==> config.mk <==
export PLATFORM = sky130hd
export DESIGN_NAME = rsft_frame_timing
export DESIGN_NICKNAME = d
export VERILOG_FILES = /design/src/logic/rsft_pkg.sv /design/src/logic/rsft_frame_timing.sv
export SDC_FILE = /design/constraint.sdc
export NUM_CORES = 1
export LEC_CHECK = 0
export BUFFER_PORTS_ARGS = -buffer_cell sky130_fd_sc_hd__clkbuf_2
export CAP_MARGIN = 20
export CORE_UTILIZATION = 66
export DETAILED_ROUTE_END_ITERATION = 8
export PLACE_DENSITY = 0.86
export SLEW_MARGIN = 20
export SYNTH_ARGS = -nofsm -noshare
export SYNTH_HDL_FRONTEND = slang
export SYNTH_SLANG_ARGS = --single-unit
==> constraint.sdc <==
create_clock -name sys_clk -period 11.45 [get_ports sys_clk]
set_input_delay 0.5725 -clock sys_clk [delete_from_list [all_inputs] [get_ports sys_clk]]
set_output_delay 0.5725 -clock sys_clk [all_outputs]
set_load 0.005 [all_outputs]
==> src/logic/rsft_pkg.sv <==
// Package for the rolling shutter frame timing block: register map, fields, resets, constants
package rsft_pkg;
   // Register byte offsets (one aligned word each)
   localparam logic [7:0] RSFT_CTRL_OFF = 8'h00;
   localparam logic [7:0] RSFT_SUBS_OFF = 8'h04;
   localparam logic [7:0] RSFT_INT_MSB_OFF = 8'h08;
   localparam logic [7:0] RSFT_INT_LSB_OFF = 8'h0c;
   localparam logic [7:0] RSFT_VRD_MSB_OFF = 8'h10;
   localparam logic [7:0] RSFT_VRD_LSB_OFF = 8'h14;
   localparam logic [7:0] RSFT_VCW_MSB_OFF = 8'h18;
   localparam logic [7:0] RSFT_VCW_LSB_OFF = 8'h1c;
   localparam logic [7:0] RSFT_SHS_OFF = 8'h20;
   localparam logic [7:0] RSFT_SHR_OFF = 8'h24;
   localparam logic [7:0] RSFT_WROW_OFF = 8'h28;
   localparam logic [7:0] RSFT_WCOL_OFF = 8'h2c;
   localparam logic [7:0] RSFT_WDEP_OFF = 8'h30;
   localparam logic [7:0] RSFT_WWID_OFF = 8'h34;
   localparam logic [7:0] RSFT_STAT_OFF = 8'h38;
   // Field positions
   localparam int RSFT_MODE_BIT = 6;
   localparam int RSFT_SUB_BAYER_BIT = 4;
   localparam int RSFT_SUB_ROW_LSB = 2;
   localparam int RSFT_SUB_COL_LSB = 0;
   // Widths of split values and of their pieces
   localparam int RSFT_HALF_W = 8;
   localparam int RSFT_CNT_W = 16;
   // Reset values
   localparam logic [7:0] RSFT_CTRL_RST = 8'h00;
   localparam logic [6:0] RSFT_SUBS_RST = 7'h00;
   localparam logic [15:0] RSFT_VRD_RST = 16'h0007;
   localparam logic [15:0] RSFT_VCW_RST = 16'h0007;
   localparam logic [15:0] RSFT_INT_RST = 16'h0002;
   localparam logic [7:0] RSFT_SH_RST = 8'h01;
   localparam logic [15:0] RSFT_WIN_RST = 16'h0000;
   localparam logic [15:0] RSFT_WSIZE_RST = 16'h0004;
   // Fixed row overhead in master clocks
   localparam logic [17:0] RSFT_ROW_OVH = 18'h00013;

   typedef enum logic [1:0] {RSFT_IDLE, RSFT_INTEG, RSFT_READ} rsft_phase_e;

   // Frame settings, latched at frame boundaries
   typedef struct packed {
      logic [15:0] vrd;
      logic [15:0] vcw;
      logic [15:0] cint;
      logic [7:0] shs;
      logic [7:0] shr;
      logic [15:0] wRow;
      logic [15:0] wCol;
      logic [15:0] wDep;
      logic [15:0] wWid;
      logic [6:0] subs;
   } rsft_cfg_s;

   // Pixel stream towards the readout path
   typedef struct packed {
      logic valid;
      logic frameStart;
      logic rowStart;
      logic [15:0] row;
      logic [15:0] col;
   } rsft_pix_s;
endpackage

==> src/logic/rsft_frame_timing.sv <==
// Rolling shutter frame timing sequencer with APB register slave
// What this block does
// - Single-frame mode starts a frame's integration only on a frame_sync assertion.
// - Each row is read only after its own integration ends; rows staggered.
// - After the last single-frame row is read, stay idle until a new sync.
// - Only pixels inside the window given by pointer, depth and width are output.
// - Subsample steps are one pixel in mono space, two in Bayer space.
// - Full, half, quarter, eighth rates independently for rows and columns.
// - Setting x0010101 gives Bayer read one pattern skip one both ways.
// - Continuous frame period is virtual row depth plus one row times.
// - Integration time is integration count plus one row times.
// - Row time is column width plus both sample-hold counts plus 19 clocks.
// - In continuous mode integration never exceeds the frame period.
// - Single frame lasts integration time plus depth-plus-one row readout.
// - Single-frame integration uses same formula, not capped by frame period.
// - Integration count is built from a high and a low register.
// - Virtual row depth is built from a register pair.
// - Virtual column width is built from a register pair.
// - Signal and reset sample-hold counts each have their own register.
// - Capture mode is chosen by bit 6 of the control register.
// - Continuous mode after reset; integration and readout run in parallel.
// - Continuous mode starts the next frame's first row automatically.
`timescale 1ns/10ps
`default_nettype none
module rsft_frame_timing
   import rsft_pkg::*;
(
   input wire logic sys_clk, // Master clock, 20 MHz
   input wire logic rst_n, // Synchronous reset, active low
   input wire logic psel, // APB select
   input wire logic penable, // APB enable
   input wire logic pwrite, // APB direction
   input wire logic [7:0] paddr, // APB byte address
   input wire logic [31:0] pwdata, // APB write data
   output logic [31:0] prdata, // APB read data
   output logic pready, // APB ready
   output logic pslverr, // APB error for unmapped address
   input wire logic frameSync, // Frame sync from host, asynchronous
   output logic integStart, // Pulse: a row starts integrating
   output logic [15:0] integRow, // Row that starts integrating
   output logic readStart, // Pulse: a row starts readout
   output logic [15:0] readRow, // Row being read out
   output rsft_pix_s pixOut // Window pixel stream
);
   typedef struct packed {
      logic [31:0] prdata;
      logic pready;
      logic pslverr;
      logic [7:0] ctrl;
      rsft_cfg_s sw;
      rsft_cfg_s act;
      logic [2:0] syncPipe;
      logic syncLvl;
      logic syncPend;
      rsft_phase_e phase;
      logic [17:0] clkCnt;
      logic [15:0] rowCnt;
      logic [15:0] intCnt;
      logic readActive;
      logic integRun;
      logic lagRun;
      logic [15:0] readRowN;
      logic integStart;
      logic [15:0] integRow;
      logic readStart;
      rsft_pix_s pix;
   } rsft_state_s;

   rsft_state_s stReg, stNext;
   logic apbAcc;
   logic [17:0] rowLen;
   logic rowEnd;
   logic [15:0] rowStep;
   logic [15:0] colStep;
   logic [15:0] rowOff;
   logic [15:0] colOff;
   logic [15:0] readLast;
   logic [16:0] lagRows;
   logic singleMode;

   // Step from rate code: 1,2,4,8 units, doubled in Bayer space
   function automatic logic [15:0] stepOf(input logic [1:0] rate, input logic bayer);
      logic [15:0] s;
      s = 16'h0001 << rate;
      return bayer ? {s[14:0], 1'b0} : s;
   endfunction

   // Bayer keeps pairs: offset inside the pattern passes, the rest steps
   function automatic logic inSample(input logic [15:0] off, input logic [15:0] step,
                                     input logic bayer);
      logic [15:0] m;
      m = off & (step - 16'h0001);
      return bayer ? (m[15:1] == 15'h0000) : (m == 16'h0000);
   endfunction

   // ==========================================================
   // Derived timing
   always_comb begin
      apbAcc = psel && penable && !stReg.pready;
      singleMode = stReg.ctrl[RSFT_MODE_BIT];
      rowLen = 18'(stReg.act.vcw) + 18'(stReg.act.shs) + 18'(stReg.act.shr) + RSFT_ROW_OVH;
      rowEnd = (stReg.clkCnt == rowLen - 18'h00001);
      rowStep = stepOf(stReg.act.subs[RSFT_SUB_ROW_LSB +: 2], stReg.act.subs[RSFT_SUB_BAYER_BIT]);
      colStep = stepOf(stReg.act.subs[RSFT_SUB_COL_LSB +: 2], stReg.act.subs[RSFT_SUB_BAYER_BIT]);
      rowOff = stReg.readRowN - stReg.act.wRow;
      colOff = stReg.clkCnt[15:0] - stReg.act.wCol;
      readLast = stReg.act.vrd;
      // integration lag in rows, capped at the frame in continuous mode
      // Seventeen bits, so a full-scale count does not wrap to zero
      lagRows = 17'(stReg.act.cint) + 17'h00001;
      if (!singleMode && (lagRows > 17'(stReg.act.vrd) + 17'h00001)) begin
         lagRows = 17'(stReg.act.vrd) + 17'h00001;
      end
   end

   // ==========================================================
   // Next state
   always_comb begin
      stNext = stReg;
      stNext.integStart = 1'b0;
      stNext.readStart = 1'b0;
      stNext.pix.frameStart = 1'b0;
      stNext.pix.rowStart = 1'b0;
      // No stale pixel may stand while the sequencer is idle
      stNext.pix.valid = 1'b0;
      // Sync: three flops, change counts when second and third agree
      stNext.syncPipe = {stReg.syncPipe[1:0], frameSync};
      if (stReg.syncPipe[1] == stReg.syncPipe[2]) begin
         stNext.syncLvl = stReg.syncPipe[2];
      end
      // rising edge once, dropped while a frame runs
      if (stNext.syncLvl && !stReg.syncLvl && stReg.phase == RSFT_IDLE) begin
         stNext.syncPend = 1'b1;
      end
      // APB slave, one wait state
      stNext.pready = 1'b0;
      stNext.pslverr = 1'b0;
      if (apbAcc) begin
         stNext.pready = 1'b1;
         stNext.prdata = 32'h00000000;
         if (pwrite) begin
            unique case (paddr)
               RSFT_CTRL_OFF: stNext.ctrl = pwdata[7:0];
               RSFT_SUBS_OFF: stNext.sw.subs = pwdata[6:0];
               RSFT_INT_MSB_OFF: stNext.sw.cint[15:8] = pwdata[7:0];
               RSFT_INT_LSB_OFF: stNext.sw.cint[7:0] = pwdata[7:0];
               RSFT_VRD_MSB_OFF: stNext.sw.vrd[15:8] = pwdata[7:0];
               RSFT_VRD_LSB_OFF: stNext.sw.vrd[7:0] = pwdata[7:0];
               RSFT_VCW_MSB_OFF: stNext.sw.vcw[15:8] = pwdata[7:0];
               RSFT_VCW_LSB_OFF: stNext.sw.vcw[7:0] = pwdata[7:0];
               RSFT_SHS_OFF: stNext.sw.shs = pwdata[7:0];
               RSFT_SHR_OFF: stNext.sw.shr = pwdata[7:0];
               RSFT_WROW_OFF: stNext.sw.wRow = pwdata[15:0];
               RSFT_WCOL_OFF: stNext.sw.wCol = pwdata[15:0];
               RSFT_WDEP_OFF: stNext.sw.wDep = pwdata[15:0];
               RSFT_WWID_OFF: stNext.sw.wWid = pwdata[15:0];
               RSFT_STAT_OFF: stNext.pslverr = 1'b0;
               default: stNext.pslverr = 1'b1;
            endcase
         end else begin
            unique case (paddr)
               RSFT_CTRL_OFF: stNext.prdata = {24'h000000, stReg.ctrl};
               RSFT_SUBS_OFF: stNext.prdata = {25'h0000000, stReg.sw.subs};
               RSFT_INT_MSB_OFF: stNext.prdata = {24'h000000, stReg.sw.cint[15:8]};
               RSFT_INT_LSB_OFF: stNext.prdata = {24'h000000, stReg.sw.cint[7:0]};
               RSFT_VRD_MSB_OFF: stNext.prdata = {24'h000000, stReg.sw.vrd[15:8]};
               RSFT_VRD_LSB_OFF: stNext.prdata = {24'h000000, stReg.sw.vrd[7:0]};
               RSFT_VCW_MSB_OFF: stNext.prdata = {24'h000000, stReg.sw.vcw[15:8]};
               RSFT_VCW_LSB_OFF: stNext.prdata = {24'h000000, stReg.sw.vcw[7:0]};
               RSFT_SHS_OFF: stNext.prdata = {24'h000000, stReg.sw.shs};
               RSFT_SHR_OFF: stNext.prdata = {24'h000000, stReg.sw.shr};
               RSFT_WROW_OFF: stNext.prdata = {16'h0000, stReg.sw.wRow};
               RSFT_WCOL_OFF: stNext.prdata = {16'h0000, stReg.sw.wCol};
               RSFT_WDEP_OFF: stNext.prdata = {16'h0000, stReg.sw.wDep};
               RSFT_WWID_OFF: stNext.prdata = {16'h0000, stReg.sw.wWid};
               RSFT_STAT_OFF: stNext.prdata = {12'h000, stReg.readRowN, 1'b0,
                                               stReg.readActive, stReg.phase};
               default: stNext.pslverr = 1'b1;
            endcase
         end
      end
      // Sequencer; row counter runs one row time per virtual row
      unique case (stReg.phase)
         RSFT_IDLE: begin
            stNext.clkCnt = 18'h00000;
            stNext.readActive = 1'b0;
            // single waits for sync, continuous starts at once
            if (!singleMode || stReg.syncPend) begin
               stNext.syncPend = 1'b0;
               stNext.act = stReg.sw;
               stNext.phase = RSFT_INTEG;
               stNext.rowCnt = 16'h0000;
               stNext.intCnt = 16'h0000;
               stNext.integRun = 1'b1;
               stNext.lagRun = 1'b1;
               stNext.integStart = 1'b1;
               stNext.integRow = 16'h0000;
            end
         end
         RSFT_INTEG, RSFT_READ: begin
            stNext.clkCnt = rowEnd ? 18'h00000 : stReg.clkCnt + 18'h00001;
            // window pixel output during the readout row
            stNext.pix.valid = stReg.readActive && stReg.clkCnt[17:16] == 2'b00 &&
               stReg.clkCnt[15:0] >= stReg.act.wCol && colOff < stReg.act.wWid &&
               stReg.readRowN >= stReg.act.wRow && rowOff < stReg.act.wDep &&
               inSample(rowOff, rowStep, stReg.act.subs[RSFT_SUB_BAYER_BIT]) &&
               inSample(colOff, colStep, stReg.act.subs[RSFT_SUB_BAYER_BIT]);
            stNext.pix.row = stReg.readRowN;
            stNext.pix.col = stReg.clkCnt[15:0];
            if (rowEnd) begin
               stNext.intCnt = stReg.intCnt + 16'h0001;
               // the last row's read time ends here
               if (stReg.readActive && stReg.readRowN == readLast) begin
                  stNext.readActive = 1'b0;
               end
               // row 0 reads once this frame's lag has run
               // A shorter lag in the next frame cuts the old frame's last reads short
               if (stReg.lagRun && 17'(stReg.intCnt) + 17'h00001 >= lagRows) begin
                  stNext.lagRun = 1'b0;
                  stNext.phase = RSFT_READ;
                  stNext.readActive = 1'b1;
                  stNext.readStart = 1'b1;
                  stNext.readRowN = 16'h0000;
                  stNext.pix.rowStart = 1'b1;
                  stNext.pix.frameStart = 1'b1;
               end else if (stReg.readActive && stReg.readRowN != readLast) begin
                  // later rows follow one row time apart
                  stNext.readStart = 1'b1;
                  stNext.readRowN = stReg.readRowN + 16'h0001;
                  stNext.pix.rowStart = 1'b1;
               end
               // Integration rows; in continuous mode the last row wraps to a new frame
               if (stReg.integRun) begin
                  if (stReg.rowCnt < stReg.act.vrd) begin
                     stNext.rowCnt = stReg.rowCnt + 16'h0001;
                     stNext.integStart = 1'b1;
                     stNext.integRow = stReg.rowCnt + 16'h0001;
                  end else if (!singleMode) begin
                     // next frame rolls in while the old one finishes reading
                     stNext.act = stReg.sw;
                     stNext.rowCnt = 16'h0000;
                     stNext.intCnt = 16'h0000;
                     stNext.lagRun = 1'b1;
                     stNext.integStart = 1'b1;
                     stNext.integRow = 16'h0000;
                  end else begin
                     stNext.integRun = 1'b0;
                  end
               end
               // a single frame is over once nothing is left to integrate or read
               if (!stNext.integRun && !stNext.lagRun && !stNext.readActive) begin
                  stNext.phase = RSFT_IDLE;
               end
            end
         end
      endcase
      if (!rst_n) begin
         stNext = '0;
         stNext.ctrl = RSFT_CTRL_RST;
         stNext.sw = '{vrd: RSFT_VRD_RST, vcw: RSFT_VCW_RST, cint: RSFT_INT_RST,
                       shs: RSFT_SH_RST, shr: RSFT_SH_RST, wRow: RSFT_WIN_RST,
                       wCol: RSFT_WIN_RST, wDep: RSFT_WSIZE_RST, wWid: RSFT_WSIZE_RST,
                       subs: RSFT_SUBS_RST};
         stNext.act = stNext.sw;
         stNext.phase = RSFT_IDLE;
      end
   end

   // State register; reset is folded into the next-state logic
   always_ff @(posedge sys_clk) begin
      stReg <= stNext;
   end

   // Outputs straight from flops
   assign prdata = stReg.prdata;
   assign pready = stReg.pready;
   assign pslverr = stReg.pslverr;
   assign integStart = stReg.integStart;
   assign integRow = stReg.integRow;
   assign readStart = stReg.readStart;
   assign readRow = stReg.readRowN;
   assign pixOut = stReg.pix;

   // ==========================================================
   // Assertions
   single_waits_a: assert property (@(posedge sys_clk) disable iff (!rst_n)
      $rose(stReg.phase == RSFT_INTEG) && $past(stReg.phase) == RSFT_IDLE && singleMode
      |-> $past(stReg.syncPend)) else $error("single frame started without sync");
   read_after_int_a: assert property (@(posedge sys_clk) disable iff (!rst_n)
      readStart |-> stReg.lagRun || readRow <= stReg.rowCnt)
      else $error("row read before integrating");
   idle_after_a: assert property (@(posedge sys_clk) disable iff (!rst_n)
      stReg.phase == RSFT_IDLE && singleMode && !stReg.syncPend |=> stReg.phase == RSFT_IDLE)
      else $error("single frame restarted without sync");
   window_only_a: assert property (@(posedge sys_clk) disable iff (!rst_n)
      pixOut.valid |-> pixOut.col >= stReg.act.wCol && pixOut.row >= stReg.act.wRow)
      else $error("pixel outside window");
   row_len_a: assert property (@(posedge sys_clk) disable iff (!rst_n)
      stReg.phase != RSFT_IDLE |-> stReg.clkCnt < rowLen) else $error("row time overrun");
   cap_int_a: assert property (@(posedge sys_clk) disable iff (!rst_n)
      !singleMode && stReg.lagRun |-> stReg.intCnt <= stReg.act.vrd)
      else $error("integration over frame");
   latch_cfg_a: assert property (@(posedge sys_clk) disable iff (!rst_n)
      stReg.phase != RSFT_IDLE && $past(stReg.phase) != RSFT_IDLE
      |-> $stable(stReg.act) || (integStart && integRow == 16'h0000))
      else $error("settings changed mid frame");
   sync_once_a: assert property (@(posedge sys_clk) disable iff (!rst_n)
      stReg.phase != RSFT_IDLE && $past(stReg.phase) != RSFT_IDLE |-> !$rose(stReg.syncPend))
      else $error("sync taken mid frame");
   apb_ready_a: assert property (@(posedge sys_clk) disable iff (!rst_n)
      psel && penable && !pready |=> pready) else $error("apb answer late");
   cont_start_a: assert property (@(posedge sys_clk) disable iff (!rst_n)
      stReg.phase == RSFT_IDLE && !singleMode |=> integStart) else $error("no auto frame start");
   frame_cov_c: cover property (@(posedge sys_clk) pixOut.frameStart);
   single_cov_c: cover property (@(posedge sys_clk) singleMode && stReg.syncPend);
   pixel_cov_c: cover property (@(posedge sys_clk) pixOut.valid);
   bayer_cov_c: cover property (@(posedge sys_clk) stReg.act.subs == 7'h15 && pixOut.valid);
endmodule
`default_nettype wire

==> metrics.txt <==
# TYPE chip_impl_metric gauge
chip_impl_metric{name="die-width",unit="um"} 186.8
chip_impl_metric{name="post-synth-top-area-fraction",unit="%"} 36.41
chip_impl_metric{name="syn_area",unit="mm^2"} 0.02254
chip_impl_metric{name="postSynth.asyncResetShare",unit="%"} 0
chip_impl_metric{name="number_of_flip_flops_and_latches_in_the_synthesized_netlist",unit=""} 410
chip_impl_metric{name="multiInputGateArea",unit="mm^2"} 0.01260
chip_impl_metric{name="cp_data_arrival_time",unit="ns"} 7.52
chip_impl_metric{name="post_cts_resized",unit=""} 0
chip_impl_metric{name="core_area",unit="mm^2"} 0.03353
chip_impl_metric{name="fmax",unit="MHz"} 141.9
chip_impl_metric{name="cts.clk_slew.worst_paths",unit="ns"} 0.06
chip_impl_metric{name="cts_setup_buffers",unit=""} 0
chip_impl_metric{name="timing.final.ws_setup",unit="ns"} 4.402
chip_impl_info{name="clock_tree.root_cell",value="clkbuf_16"} 1
chip_impl_metric{name="detailedRoute.firstIterationViolations",unit=""} 3042
chip_impl_metric{name="drtPass1Iterations",unit=""} 7
chip_impl_metric{name="fp.dieArea",unit="mm^2"} 0.03489
chip_impl_metric{name="critical_path_required",unit="ns"} 11.92
chip_impl_metric{name="finish.instance_area",unit="mm^2"} 0.02432
chip_impl_metric{name="pre_cts_slack",unit="ns"} 4.529
chip_impl_metric{name="met2_length",unit="um"} 29790
chip_impl_metric{name="cts_sinks",unit=""} 410
chip_impl_info{name="crit_path_cell_trace",value="inv_1 > nor4_1 > and3_1 > nand2_1 > nor3_1 > nand3_1 > xnor2_1 > ha_1 > a21o_1 > a21o_1 > a2111oi_0 > a221o_1 > mux2_2 > ha_1 > and4_1 > a41o_1 > a21oi_1 > o21ai_0 > o31ai_1 > a21oi_1 > nand2_1 > or4_1 > a21oi_1"} 1
chip_impl_metric{name="leakage",unit="nW"} 9.407
chip_impl_metric{name="drt-met1-wl",unit="um"} 28760
chip_impl_info{name="highest_layer",value="met5"} 1
chip_impl_info{name="hold_crit_path_type",value="primary input to flip-flop"} 1
chip_impl_metric{name="timing.critical_path.slowest_cell_delay",unit="ns"} 0.76
chip_impl_metric{name="via_count",unit=""} 21300
chip_impl_info{name="cp_slowest_cell",value="a221o_1"} 1
chip_impl_metric{name="post_cts_hold_buffer_count",unit=""} 0
chip_impl_info{name="endpoint_kind",value="flip-flop"} 1
chip_impl_metric{name="htreeDepth",unit=""} 2
chip_impl_metric{name="slew_viol_final",unit=""} 0
chip_impl_metric{name="synth_cell_types",unit=""} 79
chip_impl_metric{name="relative_contribution_of_the_clock_network_to_total_power",unit="%"} 37.7
chip_impl_info{name="combinational_family_with_the_most_area_after_synthesis",value="simple AND/OR/NAND/NOR gates"} 1
chip_impl_metric{name="worst_skew_pair.late_latency",unit="ns"} 0.57
chip_impl_metric{name="internal_power",unit="mW"} 2.634
chip_impl_metric{name="postRouteWirelength",unit="um"} 70210
chip_impl_metric{name="route.detailed.wl_per_inst",unit="um"} 21.14
chip_impl_metric{name="fillers",unit=""} 2635
chip_impl_metric{name="worst_clock_skew",unit="ns"} 0.02022
chip_impl_metric{name="setup_total_negative_slack",unit="ns"} 0
chip_impl_info{name="critPathLaunchType",value="flip-flop"} 1
chip_impl_metric{name="period_minus_slack",unit="ns"} 7.048
chip_impl_metric{name="post_drt_via_cell_ratio",unit=""} 6.413
chip_impl_metric{name="path_buf_inv",unit=""} 1
chip_impl_metric{name="drive_above_1_share",unit="%"} 9.854
chip_impl_info{name="tritoncts_clock_tree",value="built"} 1
chip_impl_metric{name="fp-row-count",unit=""} 67
chip_impl_metric{name="globalRoute.totalOverflow",unit=""} 0
chip_impl_metric{name="port-buffer-count",unit=""} 120
chip_impl_metric{name="synth-adder-area-share",unit="%"} 8.637
chip_impl_info{name="synth_largest_area_cell",value="dfxtp_1"} 1
chip_impl_metric{name="synth-seq-area-share",unit="%"} 36.41
chip_impl_metric{name="pin_count_of_the_biggest_net_entering_global_routing",unit=""} 198
chip_impl_metric{name="synth_enable_flop_cells",unit=""} 0
chip_impl_metric{name="synthMuxAreaShare",unit="%"} 2.676
chip_impl_metric{name="ff_latch_area",unit="mm^2"} 0.008208
chip_impl_metric{name="place.gp.congestion",unit=""} 1.024
chip_impl_metric{name="flow.area_growth_from_synthesis",unit="%"} 7.888
chip_impl_info{name="kind_of_critical_path",value="flip-flop to flip-flop"} 1
chip_impl_metric{name="final_report_hold_violation_count",unit=""} 0
chip_impl_metric{name="grt_first_pass_wirelength",unit="um"} 107900
chip_impl_metric{name="initial_antenna_violation_count",unit=""} 2
chip_impl_info{name="critPathTopFamily",value="compound AO/OA/AOI/OAI gates"} 1
chip_impl_metric{name="cts-root-to-sink-buffers",unit=""} 3
chip_impl_metric{name="die_height",unit="um"} 186.8
chip_impl_metric{name="synth_warnings",unit=""} 0
chip_impl_info{name="ys.flop_type",value="dfxtp_1"} 1
chip_impl_info{name="rsz0062_at_grt",value="no"} 1
chip_impl_metric{name="gr-usage-all-layers",unit="%"} 39.13
chip_impl_metric{name="synth_xor_xnor_area_share",unit="%"} 4.818
chip_impl_metric{name="final_nets",unit=""} 3035
chip_impl_metric{name="drv_cap",unit=""} 0
chip_impl_metric{name="post_synth_and_or_nand_nor_area_fraction",unit="%"} 21.80
chip_impl_metric{name="power_density",unit="mW/mm^2"} 162.2
chip_impl_metric{name="timing_worst_slew_pin_value",unit="ns"} 1.209
chip_impl_metric{name="final_min_period_over_clock_period",unit="%"} 61.56
chip_impl_info{name="ys_top_cells_by_area",value="dfxtp_1 (36%), nand2_1 (10%), a21oi_1 (7.7%)"} 1
chip_impl_info{name="outcome",value="finished, final reports clean"} 1
chip_impl_metric{name="finalCoreUtilization",unit="%"} 72.52
chip_impl_metric{name="switching_power",unit="mW"} 1.310
chip_impl_metric{name="antenna_nets_post_route",unit=""} 0
chip_impl_metric{name="share_seq_of_total_power",unit="%"} 38.2
chip_impl_metric{name="max-slew-margin-rel",unit="%"} 19.08
chip_impl_info{name="synth_common_cells",value="nand2_1 (600), dfxtp_1 (410), a21oi_1 (347)"} 1
chip_impl_info{name="critPathMostFrequentCell",value="a21oi_1"} 1
chip_impl_metric{name="combinational_group_share_of_total_power",unit="%"} 24.1
chip_impl_metric{name="setup_viol",unit=""} 0
chip_impl_metric{name="critical_path_peak_fanout",unit=""} 17
chip_impl_metric{name="worst_ir_drop_vdd",unit="uV"} 149.3
chip_impl_metric{name="cts_made_buffers",unit=""} 43
chip_impl_metric{name="syn_avg_cell_area",unit="um^2"} 7.854
chip_impl_metric{name="initial_util",unit="%"} 67.22
chip_impl_info{name="yosysMostFrequentCell",value="nand2_1"} 1
chip_impl_metric{name="sw_frac_of_total",unit="%"} 33.22
chip_impl_metric{name="dpl_cell_area",unit="mm^2"} 0.02279
chip_impl_metric{name="number_of_global_route_vias_before_repair",unit=""} 19590
chip_impl_metric{name="netlist_instances",unit=""} 2870
chip_impl_metric{name="met3RoutedLength",unit="um"} 8873
chip_impl_metric{name="synth_area_in_compound_gates",unit="%"} 17.36
chip_impl_metric{name="number_of_top_level_pins",unit=""} 149
chip_impl_metric{name="post_route_drc_violation_count",unit=""} 0
chip_impl_metric{name="dp.final_hpwl",unit="um"} 49930
==> kinds of logic (layout without fill, tap and decap cells) <==
group,count (synthesis),count (layout)
AO/OA/AOI/OAI,624,624
XOR/XNOR,124,124
adder cells (fa/ha/maj),149,149
buffers and inverters,388,379
flip-flops,410,410
multiplexers,59,59
other,1,13
AND/OR/NAND/NOR,1115,1115
==> registers in the layout, summed over array words and instances (netlist names) <==
| name | flops |
|---|---|
| pslverr | 1 |
| pixOut | 35 |
| prdata | 20 |
| pready | 1 |
| readLast | 16 |
| integStart | 1 |
| stReg | 319 |
| singleMode | 1 |
| readRow | 16 |
==> routing by layer <==
layer / up-vias / GRT usage (%)
met5: - / 0
met4: 2 / 16.08
met3: 215 / 9.046
met2: 1273 / 58.17
met1: 10060 / 54.58
li1: 9746 / -
==> final timing paths <==
path                     from          end  slack, ns  depth (start not counted)
setup / recovery  readLast[2]  readRow[15]       4.40                         23
setup reg to reg  readLast[2]  readRow[15]       4.40                         23
hold reg to reg    stReg[126]   stReg[127]       0.45                          1
hold / removal      frameSync   stReg[126]       0.24                          2
==> power by group through the flow <==
stage	registers (mW)	logic [mW]	clock network, mW
final	1.51	0.952	1.49
after global routing	1.51	1.03	1.54
after CTS	1.50	0.929	1.48
after detailed placement	1.54	0.928	0
after global placement	1.53	0.908	0
after floorplan	1.52	0.745	0
==> per-stage QoR <==
step / hold WS, ns / cells / power, mW
2_1_floorplan: 0.4119 / 2881 / 2.261
3_3_place_gp: 0.4238 / 3242 / 2.442
3_5_place_dp: 0.4403 / 3242 / 2.464
4_1_cts: 0.2274 / 3319 / 3.917
5_1_grt: 0.2500 / 3320 / 4.073
6_report: 0.2366 / 3321 / 3.944
==> cell type report <==
class	instances	share of cell area [%]
timing repair buffer	155	3.602
antenna	1	0.01029
tap	448	2.305
clock inverter	20	1.014
clock buffer	57	5.186
inverter	147	2.300
sequential	410	33.75
multi-input combinational	2083	51.83
==> placed cells by master (no fill, tap or decap), types with 40 or more instances in the layout <==
cell type,Yosys,layout
inv_1,145,145
ha_1,138,137
clkbuf_16,0,45
nand2_1,600,600
xor2_1,60,60
dfxtp_1,410,410
mux2i_1,49,49
clkbuf_2,0,120
o21ai_0,40,40
nor2_1,177,176
a21oi_1,347,347
nand3_1,121,121
xnor2_1,64,64
No activity file was read; power rests on OpenSTA's default activity.
